[src/hw/host_port_pkg.sv]
// Shared types and constants for the display controller host port front end.
// Assumes a single 20 MHz clock domain and a synchronous active-high reset.
`default_nettype none
package host_port_pkg;

    // =========================================================================
    // Interface mode strap codes, top strap first.
    // =========================================================================
    localparam logic [2:0] STRAP_PAR_8080 = 3'h3; // L,H,H.
    localparam logic [2:0] STRAP_PAR_6800 = 3'h2; // L,H,L.
    localparam logic [2:0] STRAP_SER_4L   = 3'h1; // L,L,H.
    localparam logic [2:0] STRAP_SER_3L   = 3'h0; // L,L,L.
    localparam logic [2:0] STRAP_I2C      = 3'h6; // H,H,L.

    // Bus bit positions for the serial roles.
    localparam int SER_CLK_BIT  = 0;
    localparam int SER_DIN_BIT  = 1;
    localparam int SER_DOUT_LO  = 2;
    localparam int SER_DOUT_HI  = 3;
    localparam int I2C_DOUT_HI  = 5;
    localparam int I2C_ADDR_LO  = 6;

    // Reset values.
    localparam logic [7:0] BUS_RESET   = 8'h00;
    localparam logic [3:0] COUNT_RESET = 4'h0;

    // =========================================================================
    // Decoded interface mode, one-hot.
    // =========================================================================
    typedef enum logic [5:0] {
        MODE_NONE = 6'h01,
        MODE_8080 = 6'h02,
        MODE_6800 = 6'h04,
        MODE_SPI4 = 6'h08,
        MODE_SPI3 = 6'h10,
        MODE_I2C  = 6'h20
    } if_mode_type;

    // Byte handed to the core, with its kind.
    typedef struct packed {
        logic       is_data;   // High for display data, low for instruction.
        logic [7:0] value;     // The byte itself.
    } host_byte_type;

    // Serial pin roles presented to the serial engines.
    typedef struct packed {
        logic       sclk;      // Serial clock from the bus.
        logic       sdin;      // Serial data in.
        logic [1:0] slave_lsb; // Slave address straps, I2C only.
    } serial_pins_type;

endpackage : host_port_pkg
`default_nettype wire

[src/hw/lcd_host_port_front_end.sv]
// Host port front end: mode strap decode, chip select, parallel strobes,
// serial pin roles and a byte-valid pulse toward the command/data core.
// Assumes all host pins are synchronous to clk_in or slow against it.
// Operation
// - Selected accepts transfers; deselected floats data bus, except in I2C.
// - Deselected ignores select and strobe levels.
// - Serial clear output raised when deselected in SPI modes.
// - Three straps decode five interface modes.
// - Top low, middle high enables parallel port.
// - Select high means data, low means command.
// - 6800 read/write pin high reads, low writes.
// - 8080 captures byte on write strobe rise.
// - 6800 write captures on enable falling edge.
// - 6800 read drives bus while enable high.
// - 8080 read drives bus while read strobe low.
// - Reads return data or status; writes store data.
// - Serial modes map clock, data in, out bits.
// - I2C maps clock, data, out, address straps.
// - Parallel write with select low is instruction.
`timescale 1ns/1ns
`default_nettype none
module lcd_host_port_front_end (
    // Clock and reset.
    input  wire logic                            clk_in,
    input  wire logic                            reset_in,
    // Interface mode straps, top strap in bit 2.
    input  wire logic [2:0]                      mode_straps_in,
    // Host control pins.
    input  wire logic                            chip_select_n_in,
    input  wire logic                            data_command_select_in,
    input  wire logic                            write_control_pin_in,
    input  wire logic                            read_control_pin_in,
    // Data bus pins as three signals.
    input  wire logic [7:0]                      bus_in,
    output var  logic [7:0]                      bus_out,
    output var  logic [7:0]                      bus_oe_out,
    // Core side: read sources.
    input  wire logic [7:0]                      read_data_in,
    input  wire logic [7:0]                      status_in,
    input  wire logic                            serial_dout_in,
    input  wire logic                            serial_dout_en_in,
    // Core side: written byte and data read-end pulse.
    output var  host_port_pkg::host_byte_type    byte_out,
    output var  logic                            byte_valid_out,
    output var  logic                            data_read_out,
    // Serial engines side.
    output var  host_port_pkg::if_mode_type      mode_out,
    output var  host_port_pkg::serial_pins_type  serial_pins_out,
    output var  logic                            serial_clear_out
);

    // =========================================================================
    // Mode decode.
    // =========================================================================
    // The straps are decoded continuously; unlisted codes leave the port dead.
    host_port_pkg::if_mode_type mode_d;
    host_port_pkg::if_mode_type mode_q;
    always_comb begin
        case (mode_straps_in)
            host_port_pkg::STRAP_PAR_8080: mode_d = host_port_pkg::MODE_8080;
            host_port_pkg::STRAP_PAR_6800: mode_d = host_port_pkg::MODE_6800;
            host_port_pkg::STRAP_SER_4L:   mode_d = host_port_pkg::MODE_SPI4;
            host_port_pkg::STRAP_SER_3L:   mode_d = host_port_pkg::MODE_SPI3;
            host_port_pkg::STRAP_I2C:      mode_d = host_port_pkg::MODE_I2C;
            default:                       mode_d = host_port_pkg::MODE_NONE;
        endcase
    end

    // Registered mode so every decision uses a clean, settled value.
    always_ff @(posedge clk_in) begin
        if (reset_in) begin
            mode_q <= host_port_pkg::MODE_NONE;
        end else begin
            mode_q <= mode_d;
        end
    end

    // Parallel port is alive only when top strap low and middle strap high.
    wire is_par   = (mode_q == host_port_pkg::MODE_8080) ||
                    (mode_q == host_port_pkg::MODE_6800);
    wire is_8080  = (mode_q == host_port_pkg::MODE_8080);
    wire is_6800  = (mode_q == host_port_pkg::MODE_6800);
    wire is_spi   = (mode_q == host_port_pkg::MODE_SPI4) ||
                    (mode_q == host_port_pkg::MODE_SPI3);
    wire is_i2c   = (mode_q == host_port_pkg::MODE_I2C);
    // Chip select is ignored in I2C; the board ties it high there.
    wire selected = ~chip_select_n_in & ~is_i2c;

    // =========================================================================
    // Strobe synchronisers and edge detection.
    // =========================================================================
    // Two flops per strobe; the third stage is only for edge detection so the
    // first stage is never looked at by logic.
    logic [1:0] wr_sync_q;
    logic [1:0] rd_sync_q;
    logic       wr_prev_q;
    logic       rd_prev_q;
    always_ff @(posedge clk_in) begin
        if (reset_in) begin
            wr_sync_q <= 2'h3;
            rd_sync_q <= 2'h3;
            wr_prev_q <= 1'h1;
            rd_prev_q <= 1'h1;
        end else begin
            wr_sync_q <= {wr_sync_q[0], write_control_pin_in};
            rd_sync_q <= {rd_sync_q[0], read_control_pin_in};
            wr_prev_q <= wr_sync_q[1];
            rd_prev_q <= rd_sync_q[1];
        end
    end

    wire wr_s     = wr_sync_q[1];
    wire rd_s     = rd_sync_q[1];
    wire wr_rise  = wr_s & ~wr_prev_q;
    wire rd_fall  = ~rd_s & rd_prev_q;
    // 8080 write: rising edge of the low-active write strobe.
    wire wr_8080  = is_8080 & selected & wr_rise;
    // 6800: write pin low means write, captured on enable falling edge.
    wire wr_6800  = is_6800 & selected & ~wr_s & rd_fall;
    // Deselected cycles never create a transfer.
    wire par_wr   = is_par & (wr_8080 | wr_6800);

    // Read window per handshake style.
    wire rd_8080  = is_8080 & selected & ~read_control_pin_in;
    wire rd_6800  = is_6800 & selected & write_control_pin_in &
                    read_control_pin_in;
    wire par_rd   = rd_8080 | rd_6800;
    // End of a data read lets the core advance its pointer.
    wire rd_8080_end = is_8080 & selected & rd_s & ~rd_prev_q;
    wire rd_6800_end = is_6800 & selected & wr_s & rd_fall;
    wire rd_done  = (rd_8080_end | rd_6800_end) & data_command_select_in;

    // Byte pins and select held one cycle so the capture matches the edge
    // seen through the synchroniser; host hold time must cover two cycles.
    logic [7:0] bus_hold_q;
    logic       dc_hold_q;
    always_ff @(posedge clk_in) begin
        if (reset_in) begin
            bus_hold_q <= host_port_pkg::BUS_RESET;
            dc_hold_q  <= 1'h1;
        end else begin
            bus_hold_q <= bus_in;
            dc_hold_q  <= data_command_select_in;
        end
    end

    // =========================================================================
    // Serial pin roles and clear.
    // =========================================================================
    // The serial engines own the protocol; here they get pins and a clear.
    // In 3-line and I2C the select pin is unused and the board ties it high.
    wire ser_clear = is_spi & chip_select_n_in;
    host_port_pkg::serial_pins_type pins_d;
    always_comb begin
        pins_d.sclk      = bus_in[host_port_pkg::SER_CLK_BIT];
        pins_d.sdin      = bus_in[host_port_pkg::SER_DIN_BIT];
        pins_d.slave_lsb = is_i2c ? bus_in[7:host_port_pkg::I2C_ADDR_LO] : 2'h0;
    end

    // =========================================================================
    // Bus drive.
    // =========================================================================
    // Read data is status when select low, display data when high.
    wire [7:0] rd_byte = data_command_select_in ? read_data_in : status_in;
    logic [7:0] oe_d;
    logic [7:0] out_d;
    always_comb begin
        oe_d  = 8'h00;
        out_d = 8'h00;
        if (par_rd) begin
            oe_d  = 8'hff;
            out_d = rd_byte;
        end else if (is_spi & selected & serial_dout_en_in) begin
            oe_d[host_port_pkg::SER_DOUT_HI:host_port_pkg::SER_DOUT_LO]  = 2'h3;
            out_d[host_port_pkg::SER_DOUT_HI:host_port_pkg::SER_DOUT_LO] = {2{serial_dout_in}};
        end else if (is_i2c & serial_dout_en_in) begin
            oe_d[host_port_pkg::I2C_DOUT_HI:host_port_pkg::SER_DOUT_LO]  = 4'hf;
            out_d[host_port_pkg::I2C_DOUT_HI:host_port_pkg::SER_DOUT_LO] = {4{serial_dout_in}};
        end
    end

    // =========================================================================
    // Output registers.
    // =========================================================================
    // All outputs come from flops; bus drive lags the strobe by one cycle.
    always_ff @(posedge clk_in) begin
        if (reset_in) begin
            bus_out          <= host_port_pkg::BUS_RESET;
            bus_oe_out       <= 8'h00;
            byte_out         <= '0;
            byte_valid_out   <= 1'h0;
            data_read_out    <= 1'h0;
            mode_out         <= host_port_pkg::MODE_NONE;
            serial_pins_out  <= '0;
            serial_clear_out <= 1'h1;
        end else begin
            bus_out          <= out_d;
            bus_oe_out       <= selected | is_i2c ? oe_d : 8'h00;
            byte_valid_out   <= par_wr;
            if (par_wr) begin
                byte_out.value   <= bus_hold_q;
                byte_out.is_data <= dc_hold_q;
            end
            data_read_out    <= rd_done;
            mode_out         <= mode_q;
            serial_pins_out  <= pins_d;
            serial_clear_out <= ser_clear;
        end
    end
endmodule : lcd_host_port_front_end
`default_nettype wire

[config.mk]
export PLATFORM = sky130hd
export DESIGN_NAME = lcd_host_port_front_end
export DESIGN_NICKNAME = d
export VERILOG_FILES = /design/src/hw/host_port_pkg.sv /design/src/hw/lcd_host_port_front_end.sv
export SDC_FILE = /design/constraint.sdc
export NUM_CORES = 1
export LEC_CHECK = 0
export BUFFER_PORTS_ARGS = -buffer_cell sky130_fd_sc_hd__clkbuf_2
export CAP_MARGIN = 20
export CORE_UTILIZATION = 50
export DETAILED_ROUTE_END_ITERATION = 8
export HOLD_SLACK_MARGIN = 0.03
export PLACE_DENSITY_LB_ADDON = 0.3
export REMOVE_ABC_BUFFERS = 1
export SLEW_MARGIN = 20
export SYNTH_ARGS = -nofsm -noshare
export SYNTH_HDL_FRONTEND = slang
export SYNTH_SLANG_ARGS = --single-unit
[constraint.sdc]
create_clock -name clk_in -period 4.2 [get_ports clk_in]
set_input_delay 0.21 -clock clk_in [delete_from_list [all_inputs] [get_ports clk_in]]
set_output_delay 0.21 -clock clk_in [all_outputs]
set_load 0.05 [all_outputs]
==> results of run 1 <==
power breakdown:
| part | internal [mW] | switching, mW |
|---|---|---|
| Combinational | 0.0278 | 0.0366 |
| Clock | 0.0815 | 0.148 |
| Sequential | 0.505 | 0.00563 |
| Total | 0.614 | 0.191 |
state kept, by name, summed over array words and instances, names as in the netlist:
name	count
serial_clear_out	1
rd_prev_q	1
bus_hold_q	8
byte_out	9
dc_hold_q	1
wr_prev_q	1
mode_out	6
mode_q	6
bus_out	8
wr_sync_q	2
byte_valid_out	1
serial_pins_out	2
rd_sync_q	2
data_read_out	1
bus_oe_out	3
cell type report:
type                       instances  share of cell area (%)
multi-input combinational         97                    30.9
timing repair buffer              73                    16.6
inverter                           1                   0.168
clock buffer                       6                    2.30
sequential                        52                    46.7
tap                               46                    2.58
clock inverter                     2                   0.674
worst min-delay path by stage:
stage,slack (ns),start,to
after floorplan,0.28,reset_in,bus_hold_q[0]
after global placement,0.39,rd_sync_q[0],rd_sync_q[1]
after detailed placement,0.40,wr_sync_q[0],wr_sync_q[1]
after CTS,0.03,bus_in[1],bus_hold_q[1]
after global routing,0.03,bus_in[0],bus_hold_q[0]
final,0.04,bus_in[1],bus_hold_q[1]
kinds of logic after synthesis:
group | after synthesis | share of synthesized area (%)
xor+xnor | 1 | 0.481
compound gates | 16 | 6.87
simple gates | 63 | 21.2
mux | 17 | 9.34
flops | 52 | 57.1
buf+inv | 16 | 5.01
Yosys cell counts, types with 2 or more instances:
cell type and instances:
a2111oi_0 2, a211oi_1 3, a21oi_1 4, and2_1 3
buf_4 8, clkbuf_1 6, dfxtp_1 52, mux2i_1 17
nand2_1 2, nand2b_1 2, nand3b_1 2, nand4_1 2
nand4b_1 3, nor2_1 16, nor2b_1 15, nor3_1 2
or2_2 8
through the flow:
stage / cell area, um^2 / power [mW] / util [%] / std cells
CTS: 2230 / 0.808 / 65.2 / 277
global placement: 2150 / 0.585 / 63.0 / 268
floorplan: 1730 / 0.553 / - / 150
finish: 2230 / 0.804 / 65.2 / 277
global route: 2230 / 0.842 / 65.2 / 277
detailed placement: 2150 / 0.585 / 63.0 / 268
per-layer routing:
metal	vias to the layer above	track usage, %	routed length, um
met1	589	20.3	1360
met3	5	5.33	155
met2	31	28.3	1550
met4	0	7.85	39
met5	-	0	0
li1	684	-	-
==> summary.txt, run 1 <==
Setup path
  – Cell family with most CP delay: simple AND/OR/NAND/NOR gates
  – Critical path startpoint: mode_q[1]
  – Worst r2r dst: byte_out[7]
  – RR Startpoint: mode_q[1]
  – Max incr delay on CP: 0.46 ns
  – WP depth: 5
  – Critical path buffer and inverter count: 0
  – Critical Path Sink Type: flop
  – WS Path Type: reg -> reg
  – Slowest-stage cell, CP: a211o_1
  – R2R Setup Slk: 2.17 ns
  – Setup crit end: byte_out[7]
  – Worst setup SP type: flop
  – CP required: 4.44 ns
  – CP max FO: 9
  – Critical-path cell list: nor4_4, and3b_1, a211o_1, mux2i_1, nor2_1
  – CP arrival: 2.27 ns
  – R2r worst-path depth: 5

Placement
  – DP Worst Slack: 2.14 ns
  – Placer Congestion: 0.734
  – HPWL Detailed: 2.30 mm
  – IO Port Bufs: 72

Floorplan
  – FP Rows: 21
  – Total core area: 3420 um^2
  – DIE HEIGHT: 62.4 um
  – Num ports: 73
  – Die area: 3890 um^2
  – Die X: 62.4 um
  – Initial Utilization: 53.3%

STA
  – Period utilisation layout: 48.3%
  – Count of final hold-check violations: 0
  – Tmin final: 2.03 ns
  – Sum Neg Setup Slack: 0 ns
  – Slew at the pin closest to its max-slew limit: 0.781 ns
  – Rel. slew slack: 47.9%
  – Fmax: 493 MHz
  – Hold WS: 0.0355 ns
  – Max Slew Vio Count: 0
  – Skew final: 0.0203 ns
  – RSZ-0062 raised after global routing: no
  – Endpoints failing setup: 0
  – Fin worst setup slack: 2.17 ns

CTS
  – CTS Hold Bufs: 1
  – CTS tree: yes
  – Register clock-pin slew on the reported worst setup and hold paths: 0.15 ns
  – Clock buffer depth: 2
  – Post-cts resize count: 0
  – Post-CTS Setup Bufs: 0
  – CTS HTree Levels: 2
  – Clock root buffer: clkbuf_4
  – Clock sink count: 52
  – CTS Buf Count: 5
  – Insertion delay to the later sink of the worst-skew pair: 0.37 ns

Logic synthesis
  – Async SR Flop Fraction: 0%
  – Yosys top cell by area: dfxtp_1
  – Syn Area/Cell: 11.0 um^2
  – Yosys reg bits: 52
  – Cells after synthesis: 165
  – Ranking of synthesized cells by area: dfxtp_1 57%, mux2i_1 9.3%, nor2b_1 5.2%
  – Area share of the largest cell type after synthesis: 57.1%
  – Ys Warns: 0
  – Ys flop type: dfxtp_1
  – Cell Area, Synth: 1820 um^2
  – Post-synth EDFFs: 0
  – Synth cell types: 35
  – Seq/Total Area, Yosys: 57.1%

Final layout
  – Layout net count: 265
  – Area Overhead vs Synth: 22.3%
  – Fillers: 294
  – Diodes inserted: 0
  – Storage element area: 1040 um^2
  – Commonest non-fill, non-tap cell in the layout: clkbuf_2
  – Share of layout cells above drive strength 1: 39.4%
  – Footprint of the multi-input gates: 689 um^2
  – Most frequent cells in the layout: 72 x clkbuf_2, 52 x dfxtp_1, 17 x mux2i_1, 16 x nor2_1, 15 x nor2b_1

GRT
  – Tot GR Track Use: 17.1%
  – Vias in the first global route: 1181
  – First-pass GRT wire length: 5.18 mm
  – Largest net degree at the start of global routing: 46
  – GRT Residual Overflow: 0
  – Initial antenna violation count: 0

Drt
  – Starting DRT DRC Count: 59
  – Total length of routed wires: 3.10 mm
  – Drt pass-1 iters: 4
  – Drt wl/cell: 11.2 um
  – Via/cell ratio: 4.73
  – DRC viols: 0
  – Vias: 1309
  – Routed Antenna Nets: 0

Pwr
  – Peak VDD IR: 0.252 mV
  – Leakage: 1.09 nW
  – Pwr dens: 361 nW/um^2

Hold path
  – Cells on Worst Hold Path: 2
  – Worst min-delay path class: in -> reg

Run status
  – Outcome: finished clean

Job
  – Max_cap viols: 0
(Power assumes the default switching activity.)
==> inputs of run 2 (changes only) <==
--- a/config.mk
+++ b/config.mk
@@ -7,7 +7,7 @@
 export LEC_CHECK = 0
 export BUFFER_PORTS_ARGS = -buffer_cell sky130_fd_sc_hd__clkbuf_2
 export CAP_MARGIN = 20
-export CORE_UTILIZATION = 50
+export CORE_UTILIZATION = 47
 export DETAILED_ROUTE_END_ITERATION = 8
 export HOLD_SLACK_MARGIN = 0.03
 export PLACE_DENSITY_LB_ADDON = 0.3
==> constraint.sdc (replaced) <==
create_clock -name clk_in -period 2 [get_ports clk_in]
set_input_delay 0.1 -clock clk_in [delete_from_list [all_inputs] [get_ports clk_in]]
set_output_delay 0.1 -clock clk_in [all_outputs]
set_load 0.05 [all_outputs]
==> run 2 against run 1 <==
Effect of this change:
- final cell count is 6.9% higher
- sequential share of layout area fell by 3.8 points
- non-clock buffer count increased by 17
- final area is 8.8% higher
- flip-flop and latch count stayed put
- count of clock-buffer cells in the layout up 1
- via count up 6.0%
- critical path type unchanged
- largest power group unchanged
==> summary.txt, run 2 (same netlist as run 1, synthesis figures left out) <==
Run status
  – Outcome: finished clean

STA
  – Period utilisation layout: 92.4%
  – Tmin final: 1.85 ns
  – Hold WS: 0.0353 ns
  – Fmax: 541 MHz
  – Skew final: 0.00660 ns
  – Sum Neg Setup Slack: 0 ns
  – Count of final hold-check violations: 0
  – Fin worst setup slack: 0.151 ns
  – Endpoints failing setup: 0
  – Rel. slew slack: 58.3%
  – Max Slew Vio Count: 0
  – Slew at the pin closest to its max-slew limit: 0.626 ns
  – RSZ-0062 raised after global routing: no

Final layout
  – Commonest non-fill, non-tap cell in the layout: clkbuf_2
  – Layout net count: 282
  – Reg with most FFs: byte_out
  – Max reg flops: 9
  – Fillers: 317
  – Most frequent cells in the layout: 72 x clkbuf_2, 52 x dfxtp_1, 17 x mux2i_1, 16 x nor2_1, 16 x dlygate4sd3_1
  – Cell Count, Final, Fillers Out: 296
  – Top Registers: byte_out: 9 flops, bus_hold_q: 8 flops, bus_out: 8 flops
  – Final Cell Area: 2420 um^2
  – Share of layout cells above drive strength 1: 37.1%
  – Diodes inserted: 0
  – Area Overhead vs Synth: 33.0%

Setup path
  – Worst setup SP type: flop
  – Critical path buffer and inverter count: 0
  – Critical Path Sink Type: flop
  – WS Path Type: reg -> reg
  – R2r worst-path depth: 5
  – Cell family with most CP delay: simple AND/OR/NAND/NOR gates
  – CP required: 2.17 ns
  – Critical-path cell list: nor4_4, nand4b_1, a211o_1, mux2i_1, nor2_1
  – Slowest-stage cell, CP: a211o_1
  – Max incr delay on CP: 0.52 ns
  – WP depth: 5
  – CP max FO: 9
  – CP arrival: 2.02 ns

Drt
  – DRC viols: 0
  – Drt wl/cell: 11.4 um
  – Total length of routed wires: 3.39 mm
  – Vias: 1387
  – Routed Antenna Nets: 0
  – Drt pass-1 iters: 2
  – Via/cell ratio: 4.69
  – Starting DRT DRC Count: 52

Pwr
  – Pwr dens: 752 nW/um^2
  – Peak VDD IR: 0.555 mV
  – Leakage: 1.18 nW

Placement
  – DP Worst Slack: 0.157 ns
  – IO Port Bufs: 72
  – DP Cell Count: 272
  – Placed cell area: 2170 um^2
  – HPWL Detailed: 2.26 mm
  – Placer Congestion: 0.727

CTS
  – Register clock-pin slew on the reported worst setup and hold paths: 0.09 ns
  – Post-CTS Setup Bufs: 0
  – Insertion delay to the later sink of the worst-skew pair: 0.30 ns
  – Post-cts resize count: 0
  – CTS Hold Bufs: 15
  – Clock sink count: 52
  – Clock buffer depth: 2
  – CTS HTree Levels: 2
  – CTS tree: yes
  – Clock root buffer: clkbuf_8
  – CTS Buf Count: 5

Floorplan
  – FP Rows: 22
  – Die X: 64.3 um
  – Total core area: 3690 um^2
  – Initial Utilization: 49.4%
  – Die area: 4130 um^2
  – DIE HEIGHT: 64.3 um
  – Num ports: 73

GRT
  – Initial antenna violation count: 0
  – GRT Residual Overflow: 0
  – Largest net degree at the start of global routing: 37
  – First-pass GRT wire length: 5.63 mm
  – Vias in the first global route: 1341
  – Tot GR Track Use: 18.3%

Hold path
  – Worst min-delay path class: in -> reg
  – Cells on Worst Hold Path: 3

Job
  – Max_cap viols: 0
-- run 2: cell count changes in the layout (fill, tap and decap cells not counted), sizes merged --
cell,delta
clkinvlp,-1
dlygate4sd3,+15
buf,+2
clkbuf,+1
-- run 2: power by group --
| part | internal (mW) | total [mW] | switching, mW |
|---|---|---|---|
| Combinational | 0.0795 | 0.163 | 0.0838 |
| Clock | 0.281 | 0.590 | 0.309 |
| Sequential | 1.06 | 1.07 | 0.0122 |
-- run 2: final cells by class --
type / instances / area (um^2) / share of cell area (%)
sequential: 52 / 1040 / 43.0
multi-input combinational: 97 / 689 / 28.4
timing repair buffer: 90 / 536 / 22.1
clock buffer: 7 / 86.3 / 3.56
tap: 48 / 60.1 / 2.48
clock inverter: 1 / 7.51 / 0.310
inverter: 1 / 3.75 / 0.155
-- run 2: tightest hold or removal path: stages --
cell and delay, ns:
clkbuf_2 0.08, mux2i_1 0.05, nor2_1 0.07
-- run 2: layer usage --
metal	global-route usage (%)	vias up	part of all wire, %
met5	0	-	0
met4	10.0	0	3.1
met3	6.96	11	4.0
met2	31.1	38	51
met1	19.2	624	42
li1	-	714	-
-- run 2: final timing paths --
check                    start            to  slack, ns
hold / removal    status_in[1]    bus_out[1]       0.04
setup reg to reg     mode_q[1]   byte_out[8]       0.15
hold reg to reg   rd_sync_q[0]  rd_sync_q[1]       0.41
setup / recovery     mode_q[1]   byte_out[8]       0.15
-- run 2: metrics by stage --
| step | power, mW | util (%) |
|---|---|---|
| 2_1_floorplan | 1.16 | - |
| 3_3_place_gp | 1.23 | 58.8 |
| 3_5_place_dp | 1.23 | 58.8 |
| 4_1_cts | 1.84 | 65.4 |
| 5_1_grt | 1.92 | 65.7 |
| 6_report | 1.82 | 65.7 |
